## config.mk

```make
export PLATFORM = sky130hd
export DESIGN_NAME = bbc_top
export DESIGN_NICKNAME = d
export VERILOG_FILES = /design/src/rtl/bbc_pkg.sv /design/src/rtl/bbc_top.sv
export SDC_FILE = /design/constraint.sdc
export NUM_CORES = 2
export LEC_CHECK = 0
export BUFFER_PORTS_ARGS = -buffer_cell sky130_fd_sc_hd__buf_2
export CAP_MARGIN = 20
export CORE_ASPECT_RATIO = 1.5
export CORE_MARGIN = 4
export CORE_UTILIZATION = 45
export CTS_CLUSTER_DIAMETER = 50
export CTS_CLUSTER_SIZE = 20
export DETAILED_ROUTE_END_ITERATION = 7
export GPL_ROUTABILITY_DRIVEN = 1
export GPL_TIMING_DRIVEN = 0
export PLACE_DENSITY = 0.67
export SLEW_MARGIN = 10
export SYNTH_ARGS = -nofsm -noshare
export SYNTH_HDL_FRONTEND = slang
export SYNTH_SLANG_ARGS = --single-unit
export TNS_END_PERCENT = 30
```

## constraint.sdc

```tcl
create_clock -name clk -period 27.9 [get_ports clk]
set_input_delay 1.395 -clock clk [delete_from_list [all_inputs] [get_ports clk]]
set_output_delay 1.395 -clock clk [all_outputs]
set_load 0.02 [all_outputs]
```

## src/rtl/bbc_pkg.sv

```systemverilog
/*
 Constants for the backlight brightness control block.
 Assumes a 40 MHz core clock and a byte-addressed Avalon-MM view.
*/
package bbc_pkg;
  // Register indices; byte address is four times the index
  localparam logic [5:0] IDX_CTRL = 6'h02;
  localparam logic [5:0] IDX_RAMP = 6'h03;
  localparam logic [5:0] IDX_BRT_LO = 6'h04;
  localparam logic [5:0] IDX_BRT_HI = 6'h05;
  localparam logic [5:0] IDX_ENABLE = 6'h08;
  localparam logic [5:0] IDX_FDBK = 6'h10;
  localparam logic [5:0] IDX_STATUS = 6'h14;
  // Field positions
  localparam int CTRL_PWM_EN = 0;
  localparam int CTRL_PWM_RAMP = 1;
  localparam int CTRL_LINEAR = 3;
  localparam int RAMP_LSB = 3;
  localparam int EN_BL = 4;
  localparam int FDBK_LSB = 3;
  localparam int STAT_CODE_LSB = 16;
  // Reset values
  localparam logic [7:0] RST_CTRL = 8'h08;
  localparam logic [3:0] RST_RAMP = 4'h0;
  localparam logic [2:0] RST_BRT_LO = 3'h7;
  localparam logic [7:0] RST_BRT_HI = 8'hff;
  // Linear map in 10 nA units: 45.37 uA + 14.63 uA per code
  localparam logic [21:0] LIN_OFS = 22'd4537;
  localparam logic [21:0] LIN_SLOPE = 22'd1463;
  // Exponential map: 60 uA start, Q8 accumulator
  localparam logic [31:0] EXP_BASE = 32'd1536000;
  localparam int EXP_FRAC = 8;
  localparam int K_FRAC = 16;
  // Ramp is cut into 2 to this power (256) equal steps
  localparam int RAMP_STEP_BITS = 8;
  localparam int MS_PER_S = 1000;
  // Operating states
  typedef enum logic [1:0] {
    BBC_SHUTDOWN,
    BBC_STANDBY,
    BBC_ACTIVE
  } bbc_mode_e;
  typedef enum logic {
    BBC_MAP_IDLE,
    BBC_MAP_RUN
  } bbc_map_e;
endpackage : bbc_pkg

```

## src/rtl/bbc_top.sv

```systemverilog
/*
 Backlight brightness control: register file, duty sampler,
 ramper, code mapping and state decode in one module.
 Assumes an Avalon-MM master and a pulse input synchronous to clk.
*/
// The implementer's own choices: the Avalon-MM register port and the address map.
// How it works
// - Enable input low holds block in reset
// - Standby when backlight off or code,sinks zero
// - Standby keeps registers and accepts writes
// - Both feedback bits set: boost off, sinks on
// - Mapping bit zero exponential, one linear
// - Linear current 45.37 plus 14.63 per code
// - Exponential current 60 times 1.003040572 power
// - Code zero gives zero current
// - Mapped code is register or register times duty
// - Duty input off ignores pulse input
// - Code is high byte over three low bits
// - Target updates only on high byte write
// - Register-only ramp spans set-point changes
// - Linear with duty uses code times duty
// - Exponential with duty uses code times duty
// - Ramp-select bit decides ramping of duty changes
// - Ramp time 0 to 8000 ms, four bits
// - Same ramp time up and down
// - Ramp time fixed regardless of step size
// - Ramp-select zero multiplies after the ramper
// - Ramp-select one multiplies before the ramper
// - Duty enabled waits standby for nonzero duty
// - Reset defaults: off, linear, full scale
// - Enable low restores defaults, shuts down
`timescale 1ns/1ps
module bbc_top #(
  parameter int CLK_KHZ = 40000, // Core clock rate, lower for sim
  parameter int PWM_WIN_BITS = 16 // Duty sample window, log2 cycles
) (
  // Clock and reset
  input wire logic clk,
  input wire logic rst_b,
  // Avalon-MM slave
  input wire logic [7:0] address,
  input wire logic read,
  input wire logic write,
  input wire logic [3:0] byteenable,
  input wire logic [31:0] writedata,
  output logic [31:0] readdata,
  output logic waitrequest,
  // Device pins
  input wire logic master_enable_n,
  input wire logic pwm_in,
  // Power stage controls
  output logic boost_on,
  output logic [1:0] sink_en,
  output logic [21:0] sink_current,
  output logic [1:0] op_mode
);
  // Full state of the block
  typedef struct packed {
    logic wait_r;
    logic [31:0] rdata;
    logic pwm_en;
    logic pwm_ramp;
    logic linear;
    logic [3:0] ramp_duration_field;
    logic [2:0] brt_lo;
    logic [7:0] brt_hi;
    logic [10:0] brt_tgt; // Set-point, latched on the high byte write
    logic backlight_on;
    logic [1:0] sink_sel;
    logic [1:0] sink_feedback_off;
    logic pwm_q;
    logic [PWM_WIN_BITS-1:0] win_cnt;
    logic [PWM_WIN_BITS:0] hi_cnt;
    logic [11:0] duty;
    logic [10:0] r_start;
    logic [10:0] r_tgt;
    logic [10:0] r_cur;
    logic [bbc_pkg::RAMP_STEP_BITS:0] r_step;
    logic [31:0] r_tick;
    bbc_pkg::bbc_map_e map_st;
    logic [10:0] m_code;
    logic m_lin;
    logic [3:0] m_bit;
    logic [31:0] m_acc;
    logic [21:0] m_exp; // Last exponential result, held while idle
    logic boost;
    logic [1:0] sinks;
    logic [21:0] current;
    bbc_pkg::bbc_mode_e mode;
  } bbc_state_s;

  bbc_state_s st_ff; // Registered state
  bbc_state_s nxt_st; // Next state

  // Ramp time in ms per field value
  function automatic logic [31:0] bbc_ramp_ms(input logic [3:0] f);
    logic [31:0] ms;
    ms = 32'h0;
    unique case (f)
      4'h0: ms = 32'd0;
      4'h1: ms = 32'd1;
      4'h2: ms = 32'd2;
      4'h3: ms = 32'd5;
      4'h4: ms = 32'd10;
      4'h5: ms = 32'd20;
      4'h6: ms = 32'd50;
      4'h7: ms = 32'd100;
      4'h8: ms = 32'd250;
      4'h9: ms = 32'd500;
      4'ha: ms = 32'd750;
      4'hb: ms = 32'd1000;
      4'hc: ms = 32'd2000;
      4'hd: ms = 32'd4000;
      4'he: ms = 32'd6000;
      4'hf: ms = 32'd8000;
    endcase
    return ms;
  endfunction : bbc_ramp_ms

  // Q16 factor 1.003040572 to the power 2^k
  function automatic logic [21:0] bbc_exp_k(input logic [3:0] k);
    logic [21:0] c;
    c = 22'h0;
    unique case (k)
      4'd0: c = 22'd65735;
      4'd1: c = 22'd65935;
      4'd2: c = 22'd66337;
      4'd3: c = 22'd67147;
      4'd4: c = 22'd68798;
      4'd5: c = 22'd72223;
      4'd6: c = 22'd79591;
      4'd7: c = 22'd96660;
      4'd8: c = 22'd142566;
      4'd9: c = 22'd310135;
      default: c = 22'd1467658;
    endcase
    return c;
  endfunction : bbc_exp_k

  // Code times duty, truncated and clamped to 11 bits
  function automatic logic [10:0] bbc_scale(input logic [10:0] c,
                                            input logic [11:0] d);
    logic [22:0] p;
    p = {12'h0, c} * {11'h0, d};
    if (p[22:11] > 12'd2047)
      return 11'h7ff;
    return p[21:11];
  endfunction : bbc_scale

  // Whole-ramp cycle count; steps are spread over it by an accumulator
  localparam logic [31:0] CLK_KHZ_W = 32'(CLK_KHZ);
  localparam logic [31:0] RAMP_STEPS_W = 32'h1 << bbc_pkg::RAMP_STEP_BITS;
  localparam logic signed [21:0] RAMP_DIV = 22'sh1 << bbc_pkg::RAMP_STEP_BITS;
  logic [31:0] ramp_cyc; // Cycles in one whole ramp
  logic [10:0] brt_code; // Register code seen by the ramper
  logic [10:0] ramp_in; // Ramper input
  logic [10:0] final_code; // Code fed to the mapping
  logic [5:0] idx; // Word index of the access
  logic standby; // Decoded standby condition
  logic [53:0] prod; // Exponential step product
  logic signed [21:0] r_ofs; // Ramp offset from start

  // Ramp length in cycles; fits 32 bits up to 8000 ms at 40 MHz
  always_comb
  begin
    ramp_cyc = bbc_ramp_ms(st_ff.ramp_duration_field) * CLK_KHZ_W;
  end

  // Next state logic
  always_comb
  begin
    nxt_st = st_ff;
    idx = address[7:2];
    brt_code = st_ff.brt_tgt; // Latched set-point, not the live pair
    prod = 54'h0;
    r_ofs = 22'sh0;

    // Bus handshake: one wait cycle, then a single ready cycle
    nxt_st.wait_r = 1'b1;
    if ((read || write) && st_ff.wait_r)
      nxt_st.wait_r = 1'b0;
    if (read && st_ff.wait_r)
    begin
      nxt_st.rdata = 32'h0; // Unmapped reads give zero
      unique case (idx)
        bbc_pkg::IDX_CTRL:
          nxt_st.rdata = 32'({st_ff.linear, 1'b0, st_ff.pwm_ramp, st_ff.pwm_en});
        bbc_pkg::IDX_RAMP:
          nxt_st.rdata = 32'(st_ff.ramp_duration_field) << bbc_pkg::RAMP_LSB;
        bbc_pkg::IDX_BRT_LO:
          nxt_st.rdata = 32'(st_ff.brt_lo);
        bbc_pkg::IDX_BRT_HI:
          nxt_st.rdata = 32'(st_ff.brt_hi);
        bbc_pkg::IDX_ENABLE:
          nxt_st.rdata = (32'(st_ff.backlight_on) << bbc_pkg::EN_BL)
                         | 32'(st_ff.sink_sel);
        bbc_pkg::IDX_FDBK:
          nxt_st.rdata = 32'(st_ff.sink_feedback_off) << bbc_pkg::FDBK_LSB;
        bbc_pkg::IDX_STATUS:
          nxt_st.rdata = (32'(st_ff.m_code) << bbc_pkg::STAT_CODE_LSB)
                         | 32'(st_ff.mode);
        default:
          nxt_st.rdata = 32'h0;
      endcase
    end

    // Writes land at the edge where waitrequest is seen low
    if (write && !st_ff.wait_r && byteenable[0])
    begin
      unique case (idx)
        bbc_pkg::IDX_CTRL:
        begin
          nxt_st.pwm_en = writedata[bbc_pkg::CTRL_PWM_EN];
          nxt_st.pwm_ramp = writedata[bbc_pkg::CTRL_PWM_RAMP];
          nxt_st.linear = writedata[bbc_pkg::CTRL_LINEAR];
        end
        bbc_pkg::IDX_RAMP:
          nxt_st.ramp_duration_field = writedata[bbc_pkg::RAMP_LSB +: 4];
        bbc_pkg::IDX_BRT_LO:
          nxt_st.brt_lo = writedata[2:0];
        bbc_pkg::IDX_BRT_HI:
        begin
          nxt_st.brt_hi = writedata[7:0];
          // Only this write moves the set-point, so a lone low write waits
          nxt_st.brt_tgt = {writedata[7:0], st_ff.brt_lo};
        end
        bbc_pkg::IDX_ENABLE:
        begin
          nxt_st.backlight_on = writedata[bbc_pkg::EN_BL];
          nxt_st.sink_sel = writedata[1:0];
        end
        bbc_pkg::IDX_FDBK:
          nxt_st.sink_feedback_off = writedata[bbc_pkg::FDBK_LSB +: 2];
        default:
          nxt_st.pwm_q = st_ff.pwm_q; // Unmapped writes are dropped
      endcase
    end

    // Duty sampler: share of high cycles over a fixed window
    nxt_st.pwm_q = pwm_in;
    nxt_st.win_cnt = st_ff.win_cnt + 1'b1;
    nxt_st.hi_cnt = st_ff.hi_cnt + {{PWM_WIN_BITS{1'b0}}, st_ff.pwm_q};
    if (&st_ff.win_cnt)
    begin
      nxt_st.duty = 12'(nxt_st.hi_cnt >> (PWM_WIN_BITS - 11));
      nxt_st.hi_cnt = '0;
    end

    // Ramper input: product before the ramper only when ramp-select set
    if (st_ff.pwm_en && st_ff.pwm_ramp)
      ramp_in = bbc_scale(brt_code, st_ff.duty);
    else
      ramp_in = brt_code;

    // Ramper: fixed step count, so time is independent of size
    if (ramp_in != st_ff.r_tgt)
    begin
      // New set-point restarts from the present level
      nxt_st.r_start = st_ff.r_cur;
      nxt_st.r_tgt = ramp_in;
      nxt_st.r_step = '0;
      nxt_st.r_tick = 32'h0;
    end
    else if (st_ff.r_cur != st_ff.r_tgt)
    begin
      // Accumulator gains the step count each cycle and steps on each wrap,
      // so all steps together span ramp_cyc cycles; a ramp shorter than
      // the step count takes one step per cycle instead
      nxt_st.r_tick = st_ff.r_tick + RAMP_STEPS_W;
      if (st_ff.r_tick + RAMP_STEPS_W >= ramp_cyc)
      begin
        nxt_st.r_tick = 32'h0;
        if (ramp_cyc > RAMP_STEPS_W)
          nxt_st.r_tick = st_ff.r_tick + RAMP_STEPS_W - ramp_cyc;
        nxt_st.r_step = st_ff.r_step + 1'b1;
        r_ofs = (22'(signed'({1'b0, st_ff.r_tgt})) -
                 22'(signed'({1'b0, st_ff.r_start}))) *
                22'(signed'({1'b0, nxt_st.r_step}));
        // Division truncates toward zero, so falls pace like rises
        nxt_st.r_cur = 11'(22'(signed'({1'b0, st_ff.r_start})) +
                           (r_ofs / RAMP_DIV));
        if (st_ff.ramp_duration_field == 4'h0)
          nxt_st.r_cur = st_ff.r_tgt; // Zero time jumps at once
      end
    end

    // Duty applied after the ramper when ramp-select clear
    if (st_ff.pwm_en && !st_ff.pwm_ramp)
      final_code = bbc_scale(st_ff.r_cur, st_ff.duty);
    else
      final_code = st_ff.r_cur;

    // Mapping engine
    unique case (st_ff.map_st)
      bbc_pkg::BBC_MAP_IDLE:
      begin
        if (final_code != st_ff.m_code || st_ff.linear != st_ff.m_lin)
        begin
          nxt_st.m_code = final_code;
          nxt_st.m_lin = st_ff.linear;
          nxt_st.m_bit = 4'h0;
          nxt_st.m_acc = bbc_pkg::EXP_BASE;
          if (!st_ff.linear)
            nxt_st.map_st = bbc_pkg::BBC_MAP_RUN;
        end
        if (st_ff.m_code == 11'h0)
          nxt_st.current = 22'h0;
        else if (st_ff.m_lin)
          nxt_st.current = bbc_pkg::LIN_OFS +
                           22'(bbc_pkg::LIN_SLOPE * 22'(st_ff.m_code));
        else
          nxt_st.current = st_ff.m_exp; // Restores current after standby
      end
      bbc_pkg::BBC_MAP_RUN:
      begin
        // Square-and-multiply over the eleven code bits
        prod = {22'h0, st_ff.m_acc} * {32'h0, bbc_exp_k(st_ff.m_bit)};
        if (st_ff.m_code[st_ff.m_bit])
          nxt_st.m_acc = 32'(prod >> bbc_pkg::K_FRAC);
        nxt_st.m_bit = st_ff.m_bit + 4'h1;
        if (st_ff.m_bit == 4'd10)
        begin
          nxt_st.map_st = bbc_pkg::BBC_MAP_IDLE;
          nxt_st.current = 22'(nxt_st.m_acc >> bbc_pkg::EXP_FRAC);
          nxt_st.m_exp = 22'(nxt_st.m_acc >> bbc_pkg::EXP_FRAC);
          if (st_ff.m_code == 11'h0)
            nxt_st.current = 22'h0;
        end
      end
    endcase

    // Operating state decode
    standby = !st_ff.backlight_on
              || brt_code == 11'h0 || st_ff.sink_sel == 2'b00
              || (st_ff.pwm_en && st_ff.duty == 12'h0);
    nxt_st.mode = standby ? bbc_pkg::BBC_STANDBY : bbc_pkg::BBC_ACTIVE;
    nxt_st.sinks = standby ? 2'b00 : st_ff.sink_sel;
    nxt_st.boost = !standby && st_ff.sink_feedback_off != 2'b11;
    if (standby)
      nxt_st.current = 22'h0;

    // Enable low: shut down, restore defaults, ignore the bus
    if (!master_enable_n)
    begin
      nxt_st = '0;
      nxt_st.wait_r = 1'b1;
      nxt_st.linear = 1'b1;
      nxt_st.brt_lo = bbc_pkg::RST_BRT_LO;
      nxt_st.brt_hi = bbc_pkg::RST_BRT_HI;
      nxt_st.brt_tgt = {bbc_pkg::RST_BRT_HI, bbc_pkg::RST_BRT_LO};
      nxt_st.r_tgt = 11'h7ff;
      nxt_st.r_cur = 11'h7ff;
      nxt_st.mode = bbc_pkg::BBC_SHUTDOWN;
      // Still answer so a master never hangs; data is dropped
      if ((read || write) && st_ff.wait_r)
        nxt_st.wait_r = 1'b0;
    end
  end

  // State register
  always_ff @(posedge clk)
  begin
    if (!rst_b)
    begin
      st_ff <= '0;
      st_ff.wait_r <= 1'b1;
      st_ff.linear <= bbc_pkg::RST_CTRL[bbc_pkg::CTRL_LINEAR];
      st_ff.ramp_duration_field <= bbc_pkg::RST_RAMP;
      st_ff.brt_lo <= bbc_pkg::RST_BRT_LO;
      st_ff.brt_hi <= bbc_pkg::RST_BRT_HI;
      st_ff.brt_tgt <= {bbc_pkg::RST_BRT_HI, bbc_pkg::RST_BRT_LO};
      st_ff.r_tgt <= 11'h7ff;
      st_ff.r_cur <= 11'h7ff;
      st_ff.m_lin <= 1'b1;
      st_ff.mode <= bbc_pkg::BBC_SHUTDOWN;
    end
    else
      st_ff <= nxt_st;
  end

  // Outputs straight from the state register
  assign readdata = st_ff.rdata;
  assign waitrequest = st_ff.wait_r;
  assign boost_on = st_ff.boost;
  assign sink_en = st_ff.sinks;
  assign sink_current = st_ff.current;
  assign op_mode = st_ff.mode;
endmodule : bbc_top

```

Word-level counts from Yosys, hierarchy flattened
Memories as Yosys holds them, arrays and structs flattened. A register that Yosys moved wholly into a read port is not among the register bits.
Index checks and enable logic that the tools add are counted.

word-level totals
  memory bits (read-only) = 528
  output and inout port bits = 60
  bits in writable memories = 0
  register bits = 285
  logic and storage cells = 160
  memories kept = 2
  bits in latches = 0

operators by class
  reduce and logical (&&, ||, !) cells = 40
  bitwise logic cells = 7
  shift-type cells = 0
  div/mod/pow operators = 0
  multipliers = 6
  add/subtract/negate cells = 10
  equality and inequality tests = 18
  multiplexer cells = 40
  order comparisons = 5

memories
  memory           depth  width  read ports  clocked after Yosys merged registers in  write ports  RTL line        RTL
  (no name shown)  16     20     1           1                                        0            bbc_top.sv:124  unique case (k)
  (no name shown)  16     13     1           1                                        0            bbc_top.sv:99   unique case (f)

operator list
  cell                    number
  $pmux 27 s7             1
  $mux 22                 8
  $mux 86                 1
  $mux 11                 7
  $pmux 36 s2             1
  $mux 32                 2
  $mux 49                 1
  $mul 32x22->48          1
  $mul 11x12->23          2
  $pmux 22 s2             1
  $mux 41                 1
  $ne 11x11->1            3
  $add 32x9->32 const B   1
  $ge 32x32->1            1
  $gt 32x9->1 const B     1
  $mul 32x10->26 const B  1
  $sub 32x32->32          1
  $or 27x2->27            1
  $gt 12x11->1 const B    2
  $reduce_and 2->1        12
  $add 13x22->22 const A  1
  $logic_not 11->1        2
  $mul 11x11->22 const A  1
  $mul 12x10->22          1
  34 further kinds        72

Longest topological paths before layout
  depth after elaboration = 12
  gate-level depth with buffers = 48
  mapped depth without buffers = 48

Worst setup path before layout
OpenSTA, ideal clock, no wires.

  path kind = reg2reg
  from = register st_ff[150] in the netlist's numbering
  to = register st_ff[149] in the netlist's numbering
  stages on the path, launching flop included = 46
  arrival time = 9525 ps
  buffers on the path = 0
  period minus slack after synthesis = 9663 ps
  data required time = 27762 ps
  path slack = 18237 ps
  cell sequence = dfxtp_1 inv_1 ha_1 inv_1 fa_1 nand2_1 nand2_1 a21oi_1 o21ai_0 a21oi_1 o21ai_0 a21oi_1 o21bai_1 a21oi_1 xor2_1 nor2_1 fa_1 fa_1 [... 10 more ...] o21ai_0 nand3_1 nand3b_1 fa_1 fa_1 nor2b_1 o21ai_0 a21boi_0 o21ai_0 a21boi_0 o21a_1 o21a_1 nand3_1 o211ai_1 xnor2_1 nor2_1 a2111oi_0 o21ai_0

between the ends
  longest elaborated chain between the ends = 7

RTL lines
  item                              RTL line        RTL
  start: declaration                bbc_top.sv:92   bbc_state_s st_ff;
  start signal: assignment          bbc_top.sv:378  st_ff <= nxt_st;
  $sub 11x11->12                    bbc_top.sv:276  r_ofs = (22'(signed'({1'b0, st_ff.r_tgt})) -
  $mul 12x10->22                    bbc_top.sv:277  22'(signed'({1'b0, st_ff.r_start}))) *
  $reduce_or 8->1 (no source line)  n/a
  $and 1x1->1 (no source line)      n/a
  $add 11x1->11 (no source line)    n/a
  $add 11x11->11                    bbc_top.sv:280  nxt_st.r_cur = 11'(22'(signed'({1'b0, st_ff.r_start})) +
  $mux 11                           bbc_top.sv:282  if (st_ff.ramp_duration_field == 4'h0)

Several ways; a longest one is shown, not always the timed one.
A chain may end at the register's enable or synchronous reset.

Worst setup path in the final report
Ends and elaborated chain as after synthesis.

==> reports/results.md <==
- **data required time of the critical path** 28.36 ns
- **reg2reg path depth** 44
- **average instance area after synthesis** 8.437 µm²
- **start of the worst register-to-register path** st_ff[150]
- **sum of negative setup slack** 0 ns
- **die area** 122,700 µm²
- **synthesized area** 52,680 µm²
- **CTS Root Buffer Type** clkbuf_16
- **final setup violation count** 0
- **most frequent cells in the layout** inv_1, nand2_1, fa_1, ha_1, nor2_1
- **antenna violations before repair** 4
- **Final Routed Wirelength** 155,600 µm
- **number of clock sinks** 291
- **share of the clock period used by the worst path** 42.93%
- **total number of yosys warnings** 0
- **sequential element share of the synthesized area** 11.06%
- **Num CTS Buffers** 27
- **Logic pwr share** 53.9%
- **cell with the most instances on the worst path** fa_1
- **hold crit path type** flop to flop
- **Internal Power** 1.016 mW
- **number of hold buffers added after cts** 0
- **most area-hungry cell type in the Yosys netlist** fa_1
- **# DRC** 0
- **VDD IR-drop max** 0.05996 mV
- **routed length per instance** 19.63 µm
- **Placement Rows** 153
- **Initial DRT Pass Iterations** 6
- **CTS H-Tree Depth** 1
- **number of buffers added on ports** 67
- **total setup buffers inserted after CTS** 0
- **commonest register cell after synthesis** dfxtp_1
- **type of the worst setup path** flop to flop
- **CP endpoint kind** flop
- **slowest cell on the critical path** a2111oi_0
- **cell depth of the worst hold path** 2
- **initial standard-cell utilization of the core** 45.33%
- **Core Region** 116,200 µm²
- **Area contributors post-synth** fa_1, ha_1, dfxtp_1
- **number of hold violations in the final report** 0
- **top-area cell type share of the netlist area** 33.52%
- **average vias per placed instance** 5.375
- **power share of the sequential group** 23.9%
- **RSZ-0062 raised after global routing** false
- **post-layout min period** 11.98 ns
- **post-cts resize count** 0
- **Post-synth ARST share** 0%
- **Arr. time, crit path** 12.44 ns
- **clk_lat worst skew** 0.61 ns
- **headroom to the max-slew limit** 22.88%
- **design area** 56,020 µm²
- **via count of the first global-routing pass** 45,420
- **Placed Area** 55,030 µm²
- **fraction of final layout cells sized beyond drive strength 1** 4.000%
- **switching share of power** 44.73%
- **clock skew after layout** 0.03508 ns
- **largest fanout of any net on the critical path** 5
- **share of power burned in the clock network** 22.3%
- **die boundary height** 427.0 µm
- **reported max-cap violation count** 0
- **number of synthesized flops with an enable pin** 0
- **Pwr Density** 32.81 nW/µm²
- **maximum number of pins on one net before global-route repair** 21
- **clock slew at reported path FFs** 0.08 ns
- **leakage dissipation** 27.31 nW
- **remaining antenna violation count after routing** 0
- **critical path launch point type** flop
- **critical path launch point** st_ff[150]
- **net switching component of the power** 0.8221 mW
- **run status** finished clean
- **final hold slack** 0.4556 ns
- **Yosys cell types** 102
- **fmax** 0.08349 GHz
- **maximum clock insertion buffer count** 3
- **synthesized instance count** 6,244
- **number of storage elements in the synthesis netlist** 291
- **biggest cell delay along the critical path** 0.71 ns
- **Pins Over Slew Limit** 0
- **Hold Path End** readdata[18]
- **overall fraction of global-route tracks in use** 25.70%
- **total global routing overflow** 0
- **total vias in the final route** 42,620
- **area growth from synthesis to final layout** 6.346%
- **nets@finish** 7,807
- **TritonCTS clock tree** done
- **Min-Delay Startpoint** readdata[18]
- **chip width** 287.4 µm
- **last weighted congestion value of the routability-driven placer** 0.9606
- **reg-to-reg critical path endpoint** st_ff[149]
- **most common library cell in the layout ignoring fill and taps** inv_1
- **top-level port count** 110
- **sum of net half-perimeters after detailed placement** 131,700 µm
- **starting DRC count in detailed routing** 2,373
- **R2R setup slack** 15.92 ns
- **wire length of the first global-routing pass** 247,600 µm
- **Slew @ Worst Pin** 1.149 ns
## worst max-delay path: cells and delay by family (launching register included)
kind	cells	cell delay [ns]
flops	1	0.39
fa+ha+maj	10	4.41
xor+xnor	2	0.82
buf+inv	4	0.34
simple gates	7	0.92
compound gates	21	4.95
## metal layers
layer,vias up,share of wire (%),track usage [%]
li1,19600,-,-
met1,21180,35,27.45
met2,1340,52,47.61
met3,502,5.1,2.850
met4,4,8.1,16.80
met5,-,0.015,0
## cell usage after synthesis (14+ instances only)
cell,number
and3_1,38
nor4_1,19
clkbuf_1,279
nand3_1,118
o21ai_0,135
a211oi_1,50
a21oi_1,252
nand2b_1,27
nor3_1,76
buf_4,60
or3_1,14
inv_1,1171
o21bai_1,20
o211ai_1,26
ha_1,519
o21a_1,21
and2_1,332
a22oi_1,21
a31oi_1,25
xor2_1,97
nor2_1,343
fa_1,882
a21o_1,51
or2_2,14
nand4_1,24
nor2b_1,26
mux2i_1,45
nand2_1,894
xnor2_1,145
dfxtp_1,291
## power groups by stage
| stage | Clock [mW] | Sequential, mW | Combinational (mW) |
|---|---|---|---|
| 6_report | 0.409 | 0.439 | 0.990 |
| 5_1_grt | 0.431 | 0.440 | 1.10 |
| 4_1_cts | 0.415 | 0.439 | 0.986 |
| 3_5_place_dp | 0 | 0.448 | 0.978 |
| 3_3_place_gp | 0 | 0.448 | 0.960 |
| 2_1_floorplan | 0 | 0.442 | 0.720 |
## cell type report
class	count	area, µm²
fillers	11310	60180
diodes	4	10.01
clock inverters	19	271.5
repair buffers	71	372.9
flip-flops and latches	291	5826
plain buffers	364	1630
well taps	1550	1939
clock buffers	29	693.2
inverters	1175	4413
multi-input cells	4426	40870
## flip-flops by register name (all words and copies together) (netlist names), named ones only
signal	flops
boost_on	1
sink_en	2
readdata	19
op_mode	2
brt_code	3
sink_current	22
st_ff	208
waitrequest	1
ramp_cyc	4
## cell families (layout without fill, tap and decap cells)
logic type / count (synthesis) / count (layout) / share of synthesized area [%]
AOI/OAI and AO/OA: 746 / 746 / 9.166
xor gates and xnor gates: 245 / 245 / 4.137
adders and majority gates: 1401 / 1401 / 45.84
buffers and inverters: 1539 / 1658 / 11.47
DFF: 291 / 291 / 11.06
muxes: 53 / 53 / 1.069
other: 1 / 17 / 0.007119
and+or+nand+nor: 1968 / 1968 / 17.25
## worst max-delay path by stage
stage / to / depth (start not counted)
6_report: st_ff[149] / 44
5_1_grt: st_ff[149] / 45
4_1_cts: st_ff[149] / 44
3_5_place_dp: st_ff[149] / 44
3_3_place_gp: st_ff[149] / 44
2_1_floorplan: st_ff[149] / 45
## through the flow
step                power (mW)  setup slack (ns)  util, %  std cells
finish                   1.838             15.92    48.21       7929
global route             1.972             14.92    48.21       7926
CTS                      1.840             15.88    48.19       7924
detailed placement       1.426             15.93    47.36       7876
global placement         1.408             16.04    47.33       7873
floorplan                1.163             18.24        -       6256
Note: power is estimated with default switching activity, not from simulation.
